<file path="src/rtl/sequencer_pkg.sv">
package sequencer_pkg;
  localparam int RESULT_W      = 12;
  localparam int CHANNELS      = 4;
  localparam int CLK_HZ        = 40_000_000;
  localparam int CONV_CLK_HZ   = 2_500_000;
  localparam int CONV_DIV      = CLK_HZ / CONV_CLK_HZ;
  localparam int SEQ_EDGES     = 78;
  localparam int CH_EDGES      = SEQ_EDGES / CHANNELS;
  localparam int FIFO_DEPTH    = 4;

  typedef enum logic [3:0] {
    ST_IDLE = 4'h1,
    ST_SYNC = 4'h2,
    ST_CONV = 4'h4,
    ST_DONE = 4'h8
  } seq_state_t;

  typedef struct packed {
    logic [1:0]          channel;
    logic [RESULT_W-1:0] code;
  } result_t;
endpackage

</file>
<file path="src/rtl/sample_sequencer.sv">
`timescale 1ns/1ps
module sample_sequencer
  import sequencer_pkg::*;
#(
  parameter int CONV_DIVIDE = CONV_DIV,
  parameter int EDGES_PER_CH = CH_EDGES
) (
  input  wire logic                clk_i,
  input  wire logic                reset_i,
  input  wire logic                sample_start_n_i,
  input  wire logic                select_n_i,
  input  wire logic                read_n_i,
  input  wire logic [RESULT_W-1:0] core_result_i,
  output logic                     hold_o,
  output logic      [1:0]          core_channel_o,
  output logic                     core_start_o,
  output logic                     done_n_o,
  output logic      [RESULT_W-1:0] data_o,
  output logic                     data_oe_o
);
  // Buffer word width and fixed sequence points
  localparam int RW = $bits(result_t);
  localparam logic [1:0] LAST_CH = 2'(CHANNELS - 1);
  localparam logic [7:0] DIV_LAST = 8'(CONV_DIVIDE - 1);
  localparam logic [7:0] CH_LAST = 8'(EDGES_PER_CH - 1);
  // Lead-in ticks before channel one, so a full run spans the documented edge count
  localparam logic [7:0] LEAD_LAST = 8'(SEQ_EDGES - CHANNELS * CH_EDGES - 1);

  // Whole block state, registered as one word
  typedef struct packed {
    seq_state_t                         st;
    logic                               start_q;
    logic                               read_q;
    logic [7:0]                         div;
    logic [7:0]                         edges;
    logic [1:0]                         channel;
    logic [CHANNELS-1:0][RESULT_W-1:0]  bank;
    logic [1:0]                         ptr;
    logic                               first_read;
    logic                               hold;
    logic                               core_start;
    logic                               done_n;
    logic [RESULT_W-1:0]                data;
    logic                               data_oe;
  } seq_reg_t;

  // Power-up contents: idle, tracking, flag high, strobes at idle level
  localparam seq_reg_t SEQ_RESET = '{
    st:         ST_IDLE,
    start_q:    1'b1,
    read_q:     1'b0,
    div:        8'h00,
    edges:      8'h00,
    channel:    2'h0,
    bank:       '0,
    ptr:        2'h0,
    first_read: 1'b0,
    hold:       1'b0,
    core_start: 1'b0,
    done_n:     1'b1,
    data:       '0,
    data_oe:    1'b0
  };

  // Index of the next channel or result register
  function automatic logic [1:0] next_index(input logic [1:0] idx);
    return idx + 2'h1;
  endfunction

  // Level edges from the value held at the previous clock edge
  function automatic logic rose_now(input logic prev, input logic curr);
    return !prev && curr;
  endfunction

  function automatic logic fell_now(input logic prev, input logic curr);
    return prev && !curr;
  endfunction

  // State, buffer handshake and strobe qualifiers
  seq_reg_t state_reg;
  seq_reg_t state_next;
  logic     fifo_in_valid;
  logic     fifo_in_ready;
  result_t  fifo_in;
  logic     fifo_out_valid;
  result_t  fifo_out;
  logic     conv_tick;
  logic     read_active;
  logic     start_rise;
  logic     read_begin;
  logic     read_end;
  logic     bank_settled;

  // Results pass through a small buffer before landing in the data bank
  result_fifo #(
    .WIDTH (RW),
    .DEPTH (FIFO_DEPTH)
  ) u_fifo (
    .clk_i       (clk_i),
    .reset_i     (reset_i),
    .in_valid_i  (fifo_in_valid),
    .in_ready_o  (fifo_in_ready),
    .in_data_i   (fifo_in),
    .out_valid_o (fifo_out_valid),
    .out_ready_i (1'b1),
    .out_data_o  (fifo_out)
  );

  // Converter clock enable and read qualifier
  assign conv_tick   = state_reg.div == DIV_LAST;
  assign read_active = !select_n_i && !read_n_i;

  // Strobe edges against the levels seen at the last clock edge
  assign start_rise = rose_now(state_reg.start_q, sample_start_n_i);
  assign read_begin = rose_now(state_reg.read_q, read_active);
  assign read_end   = fell_now(state_reg.read_q, read_active);

  // Result of the channel under conversion, queued at its last tick
  assign fifo_in.channel = state_reg.channel;
  assign fifo_in.code    = core_result_i;
  assign fifo_in_valid   = (state_reg.st == ST_CONV) && conv_tick
                           && (state_reg.edges == CH_LAST);

  // Last result has left the buffer and sits in the bank
  assign bank_settled = (state_reg.st == ST_DONE) && state_reg.hold && !fifo_out_valid;

  // Next-state logic
  always_comb begin
    state_next = state_reg;
    state_next.start_q    = sample_start_n_i;
    state_next.read_q     = read_active;
    state_next.core_start = 1'b0;
    state_next.div = conv_tick ? 8'h00 : state_reg.div + 8'h01;

    // Completed results stored into the channel's own register
    if (fifo_out_valid) begin
      state_next.bank[fifo_out.channel] = fifo_out.code;
    end

    case (state_reg.st)
      ST_IDLE, ST_DONE: begin
        // Start edge taken on any clock phase; ignored while a result is pending
        if (start_rise && !(state_reg.st == ST_DONE && state_reg.hold)) begin
          state_next.st         = ST_SYNC;
          state_next.hold       = 1'b1;
          state_next.ptr        = 2'h0;
          state_next.channel    = 2'h0;
          state_next.edges      = 8'h00;
          state_next.first_read = 1'b0;
        end
      end
      ST_SYNC: begin
        // Lead-in ticks align channel one to the converter clock
        if (conv_tick) begin
          if (state_reg.edges == LEAD_LAST) begin
            state_next.st         = ST_CONV;
            state_next.edges      = 8'h00;
            state_next.core_start = 1'b1;
          end else begin
            state_next.edges = state_reg.edges + 8'h01;
          end
        end
      end
      ST_CONV: begin
        // Channel ends after its tick budget; next one starts once queued
        if (conv_tick) begin
          if (fifo_in_valid && fifo_in_ready) begin
            state_next.edges = 8'h00;
            if (state_reg.channel == LAST_CH) begin
              state_next.st = ST_DONE;
            end else begin
              state_next.channel    = next_index(state_reg.channel);
              state_next.core_start = 1'b1;
            end
          end else if (!fifo_in_valid) begin
            state_next.edges = state_reg.edges + 8'h01;
          end
        end
      end
      default: begin
        state_next.st = ST_IDLE;
      end
    endcase

    // Flag low once last result lands in the bank
    if (bank_settled) begin
      state_next.hold       = 1'b0;
      state_next.done_n     = 1'b0;
      state_next.first_read = 1'b1;
    end

    // Read data: pointed register, shown one cycle behind the strobes
    state_next.data_oe = read_active;
    state_next.data    = state_reg.bank[state_reg.ptr];

    // First read after a sequence returns the flag high
    if (read_begin && state_reg.first_read) begin
      state_next.done_n     = 1'b1;
      state_next.first_read = 1'b0;
    end

    // Pointer steps at the end of each read and parks on the last register
    if (read_end && state_reg.ptr != LAST_CH) begin
      state_next.ptr = next_index(state_reg.ptr);
    end
  end

  // State register
  always_ff @(posedge clk_i or posedge reset_i) begin
    if (reset_i) begin
      state_reg <= SEQ_RESET;
    end else begin
      state_reg <= state_next;
    end
  end

  // Outputs straight from the state register
  assign hold_o         = state_reg.hold;
  assign core_channel_o = state_reg.channel;
  assign core_start_o   = state_reg.core_start;
  assign done_n_o       = state_reg.done_n;
  assign data_o         = state_reg.data;
  assign data_oe_o      = state_reg.data_oe;
endmodule // sample_sequencer

</file>
<file path="src/rtl/result_fifo.sv">
`timescale 1ns/1ps
module result_fifo #(
  parameter int WIDTH = 14,
  parameter int DEPTH = 4
) (
  input  wire logic             clk_i,
  input  wire logic             reset_i,
  input  wire logic             in_valid_i,
  output logic                  in_ready_o,
  input  wire logic [WIDTH-1:0] in_data_i,
  output logic                  out_valid_o,
  input  wire logic             out_ready_i,
  output logic      [WIDTH-1:0] out_data_o
);
  localparam int AW = $clog2(DEPTH);

  typedef struct packed {
    logic [DEPTH-1:0][WIDTH-1:0] mem;
    logic [AW-1:0]               wr;
    logic [AW-1:0]               rd;
    logic [AW:0]                 count;
  } fifo_state_t;

  fifo_state_t state_reg;
  fifo_state_t state_next;
  logic        push;
  logic        pop;

  // Handshakes and pointer advance
  always_comb begin
    state_next = state_reg;
    push = in_valid_i && (state_reg.count != (AW+1)'(DEPTH));
    pop  = out_ready_i && (state_reg.count != '0);
    if (push) begin
      state_next.mem[state_reg.wr] = in_data_i;
      state_next.wr = (state_reg.wr == AW'(DEPTH-1)) ? '0 : state_reg.wr + 1'b1;
    end
    if (pop) begin
      state_next.rd = (state_reg.rd == AW'(DEPTH-1)) ? '0 : state_reg.rd + 1'b1;
    end
    state_next.count = state_reg.count + (AW+1)'(push) - (AW+1)'(pop);
  end

  // State register
  always_ff @(posedge clk_i or posedge reset_i) begin
    if (reset_i) begin
      state_reg <= '0;
    end else begin
      state_reg <= state_next;
    end
  end

  assign in_ready_o  = state_reg.count != (AW+1)'(DEPTH);
  assign out_valid_o = state_reg.count != '0;
  assign out_data_o  = state_reg.mem[state_reg.rd];
endmodule // result_fifo

</file>
<file path="config.mk">
export PLATFORM = sky130hd
export DESIGN_NAME = sample_sequencer
export DESIGN_NICKNAME = d
export VERILOG_FILES = /design/src/rtl/sequencer_pkg.sv /design/src/rtl/sample_sequencer.sv /design/src/rtl/result_fifo.sv
export SDC_FILE = /design/constraint.sdc
export NUM_CORES = 1
export LEC_CHECK = 0
export BUFFER_PORTS_ARGS = -buffer_cell sky130_fd_sc_hd__buf_2
export CAP_MARGIN = 20
export CORE_UTILIZATION = 45
export DETAILED_ROUTE_END_ITERATION = 16
export GPL_ROUTABILITY_DRIVEN = 1
export GPL_TIMING_DRIVEN = 0
export PLACE_DENSITY = 0.73
export SYNTH_ARGS = -nofsm -noshare
export SYNTH_HDL_FRONTEND = slang
export SYNTH_HIERARCHICAL = 1
export SYNTH_SLANG_ARGS = --single-unit
</file>
<file path="constraint.sdc">
create_clock -name clk_i -period 2.9 [get_ports clk_i]
set_input_delay 0.435 -clock clk_i [delete_from_list [all_inputs] [get_ports clk_i]]
set_output_delay 0.435 -clock clk_i [all_outputs]
set_load 0.01 [all_outputs]
</file>
# Yosys cells after proc, flatten, opt, wreduce, memory -nomap -nowiden
# Cells that the tools add are included.
# op_classes
reduce_logical	38
mux	43
order_cmp	6
eq_ne	20
add_sub_neg	8
# op_table
cell	n
$bwmux 56	1
$bwmux 48	1
$mux 8	5
$mux 4	8
$bmux 14 s2	1
$demux 14 s2	1
$mux 14	2
$bmux 12 s2	1
$demux 12 s2	1
$mux 12	2
$pmux 8 s3	1
$mux 10	2
$add 8x1->8 const B	2
$logic_and 1x1->1	14
$lt 2x3->1 const B	4
$mux 2	6
$ne 2x2->1 const B	6
$pmux 4 s3	1
$reduce_bool 2->1	6
$reduce_bool 3->1	4
$reduce_and 5->1	2
$add 2x1->2 const B	4
$eq 8x1->1 const B	1
$eq 8x4->1 const B	1
other kinds (18)	38
# word_totals
input_bits	17
regBits	153
out_inout_bits	18

# Depth between registers and ports, before layout
# depth
depth_word	8
mapped_depth	12

# By module
# The synthesis kept the hierarchy.
# modules_own_cells
mod	instances	area_per_inst_um2	cells_each
sample_sequencer	1	4115.2	303
result_fifo	1	3090.5	177

# Worst setup path before layout
# No wires, ideal clock.
# synth_timing
path_type	register -> register
from	register, netlist name state_reg[81]
to	register u_fifo/state_reg[2] in the netlist's numbering
t_arrival_ns	2.706
setup_slack_ns	0.072
path_buffers	0
path_stages_with_launch	11
cell_sequence	dfrtp_1 > or4_4 > nor2_2 > and3_1 > nand2_1 > ha_1 > inv_1 > ha_1 > fa_1 > xor2_1 > xnor2_1
# synth_lines
element	line_no	rtl
end signal, assigned	result_fifo.sv:49	state_reg <= state_next;
end, declared	result_fifo.sv:24	fifo_state_t state_reg;

==> impl_results.md <==
- Depth of the CTS H-tree: 4
- Number of antenna violations at the first check in global routing: 0
- Final net count: between 500 and 600
- Endpoints failing hold: 0
- Power density normalized to cell area: roughly 680 nW/um2
- Final non-filler cell total: approximately 770
- Number of distinct standard cells referenced by the synthesized netlist: 54
- Pin count of the biggest net entering global routing: 75
- EDFF count, synth: 0
- Crit-path max FO: 4
- RePlAce Congestion: 0.7978
- Switching Share: 0.2816
- Vertical extent of the die: 128.5 um
- Post-DRT Antenna Nets: 0
- Slew at the pin closest to its max-slew limit: between 0.8 and 0.9 ns
- Average footprint of a synthesized cell: about 15 um2
- Number of remaining DRC errors: 0
- Port Buffers: 34
- Synthesized Nets: around 500
- Clock Tree Buf Depth: 2
- Rel. slew slack: 0.4516
- Ys async rst share: 1.000
- Count of yosys warnings during synthesis: 6
- Worst setup slack before clock tree synthesis: -0.5473 ns
- CTS tree: done
- Number of vias in the routed layout: between 4k and 5k
- Detail-routed net length per standard cell: ~18 um
- Fraction of layout cells with a size suffix above 1: 0.4432
- Number of rows created at floorplan: 45
- Total global routing overflow: 0
- HPWL after DPL: roughly 9.0 mm
- Num ports: 35
- Leakage: between 4 and 5 nW
- Internal Dissipation: 4.061 mW
- Combinational group share of total power: 0.202
- Final worst slack: around 0.13 ns
- WP data arrival: around 3 ns
- First-pass GRT wire length: around 23 mm
- Number of flip-flops in the largest register: around 70
- Via-per-instance ratio: 5.296
- Net switching component of the power: roughly 1.6 mW
- Setup crit end kind: flop
- Flip-flop cell with the highest count after synthesis: dfrtp_1
- Total Neg Setup Slack: 0 ns
- Cells after DPL: around 730
- Required @ worst endpoint: around 3.2 ns
- Synthesis-to-finish area growth: 16.22%
- Number of iterations in the first detailed-routing pass: 4
- Via count of the first global-routing pass: about 4.3k
- Clock latency of the later-clocked register in the worst-skew pair: approximately 0.41 ns
- Post-route worst hold slack: roughly 0.14 ns
- Clock buffer count from CTS: 17
- First DRT Iteration DRCs: approximately 200
- Clock period minus worst slack: around 2.8 ns
- Final Skew: around 0.0052 ns
- Outcome: completed
- Final Slew Violations: 0
- Die Area: 16,520 um2
- Initial standard-cell utilization of the core: 0.4671
- Startpoint class of the critical path: flop
- Count of mapped cells out of synthesis: 480
- Diode insertion count for antenna repair: 0
- Final worst-path cycle share: 0.9546
- Die width: approximately 130 um
- Max_cap viols: 0
- Share of the yosys chip area belonging to registers: 0.5319
- Post-layout util: 0.5428
- Core region area: 15,430 um2
- Hold Crit Depth: 1
- Clock net sink count: roughly 150
- Highest achievable clock rate: about 360 MHz
- Clock network fraction of design power: 0.384
- Length in cells of the worst reg-to-reg path: 10
- Number of storage elements in the synthesis netlist: about 150
- Hold Path Class: input port to flop
- Power share of the sequential group: 0.414
- Worst Path Class, Setup: flop to flop
- Clock transition at path regs: 0.06 ns
- Count of final setup violators: 0
- Cell area after synthesis: 7206 um2
- Total Routed Length: ~13 mm
- Worst ir drop on vdd: around 420 uV
- Clk Tree Root Cell: clkbuf_16
- All-layer global routing usage: 0.1792
==> layer usage <==
layer	up-vias	wire, um	track usage
met1	2125	6122	0.2415
met2	57	6771	0.2897
li1	1859	-	-
met5	-	0	0
met3	16	398	0.03867
met4	0	168	0.05952
==> cell usage in the layout, fill, tap and decap left out, drive strengths merged, types with 2 or more instances in the layout <==
cell type  netlist  layout
nand3            9       9
a211o            7       7
and3            11      11
clkinvlp         0       2
dfstp            3       3
buf             29      69
nor4b            4       4
or2              4       4
nor3             2       2
nor2            18      18
clkbuf           7      31
nand2           11      11
nand2b           2       2
dfrtp          150     150
xor2             4       4
inv             13      15
a21oi            3       3
xnor2            5       5
a21o             3       3
bufinv           0       2
a22o             5       5
or3b             3       3
nor3b            3       3
nor2b            2       2
or4              4       4
nand3b           5       5
mux4            26      26
or3              4       4
ha              13      13
clkinv           0       4
o21ai            8       8
mux2           112     112
==> worst paths after layout <==
kind	endpoint	slack, ns	start
min in group asynchronous	state_reg[71]	0.53	reset_i
worst min-delay path	state_reg[86]	0.14	sample_start_n_i
worst max register to register	u_fifo/state_reg[2]	0.13	state_reg[82]
max in group asynchronous	u_fifo/state_reg[56]	1.67	reset_i
worst max-delay path	u_fifo/state_reg[2]	0.13	state_reg[82]
worst min register to register	state_reg[77]	0.46	state_reg[77]
==> per-stage QoR <==
stage	total power [mW]	area (um2)
after floorplan	3.205	7206
after global placement	3.438	7640
after detailed placement	3.500	7690
after CTS	5.687	8318
after global routing	5.918	8374
final	5.653	8374
==> power groups by stage <==
stage	Sequential [mW]	Clock (mW)	Combinational, mW
2_1_floorplan	2.35	0	0.853
3_5_place_dp	2.37	0	1.13
5_1_grt	2.35	2.29	1.27
6_report	2.34	2.17	1.14
3_3_place_gp	2.36	0	1.07
4_1_cts	2.34	2.21	1.14
==> cells by family (layout without fill, tap and decap cells) <==
group           Yosys count  count (layout)  synth area share
other cells               1               1         0.0005204
flops                   153             153            0.5319
fa+ha+maj                14              14           0.02535
buf+inv                  49             124           0.04758
mux                     138             138            0.2771
xor+xnor                  9               9           0.01094
simple gates             85              85           0.07519
compound gates           31              31           0.03143
==> area by class of cell <==
type / count / area, um2
Multi-Input combinational cell: 278 / 3067
Timing Repair Buffer: 43 / 272.8
Clock inverter: 10 / 116.4
Sequential cell: 153 / 3834
Clock buffer: 22 / 464.2
Tap cell: 211 / 264.0
Fill cell: 1250 / 7053
Inverter: 13 / 51.30
Buffer: 36 / 305.3
==> critical path, cell delays in order, from the launching register on <==
cell,delay (ns)
dfrtp_1,0.41
or4_4,0.58
nor2_4,0.14
and3_4,0.21
nand2_1,0.10
ha_1,0.30
inv_1,0.04
ha_1,0.19
fa_1,0.38
xor2_1,0.16
xnor2_1,0.13
==> cell usage after synthesis, drive strengths merged, types with 2 or more instances <==
master | count | area share
dfstp | 3 | 0.011
xor2 | 4 | 0.0049
mux4 | 26 | 0.081
a21oi | 3 | 0.0021
mux2 | 112 | 0.20
buf | 29 | 0.037
or4 | 4 | 0.0047
dfrtp | 150 | 0.52
nand2b | 2 | 0.0017
a22o | 5 | 0.0061
nor3 | 2 | 0.0021
inv | 13 | 0.0068
a211o | 7 | 0.0085
xnor2 | 5 | 0.0061
and3 | 11 | 0.012
nor3b | 3 | 0.0038
ha | 13 | 0.023
nand3 | 9 | 0.0063
or2 | 4 | 0.0035
or3b | 3 | 0.0036
nor4b | 4 | 0.0057
nand3b | 5 | 0.0052
nor2b | 2 | 0.0017
a21o | 3 | 0.0031
or3 | 4 | 0.0035
nor2 | 18 | 0.0097
clkbuf | 7 | 0.0036
o21ai | 8 | 0.0056
nand2 | 11 | 0.0057
==> repair_timing <==
action / CTS / global route
gates resized for setup: 10 / 7
hold endpoints to repair: 14 / 0
buffers inserted: 1 / 5
pin swaps: 1 / 5
hold buffers: 1 / 0
setup endpoints to repair: 42 / 31
No activity file was read; power rests on OpenSTA's default activity.
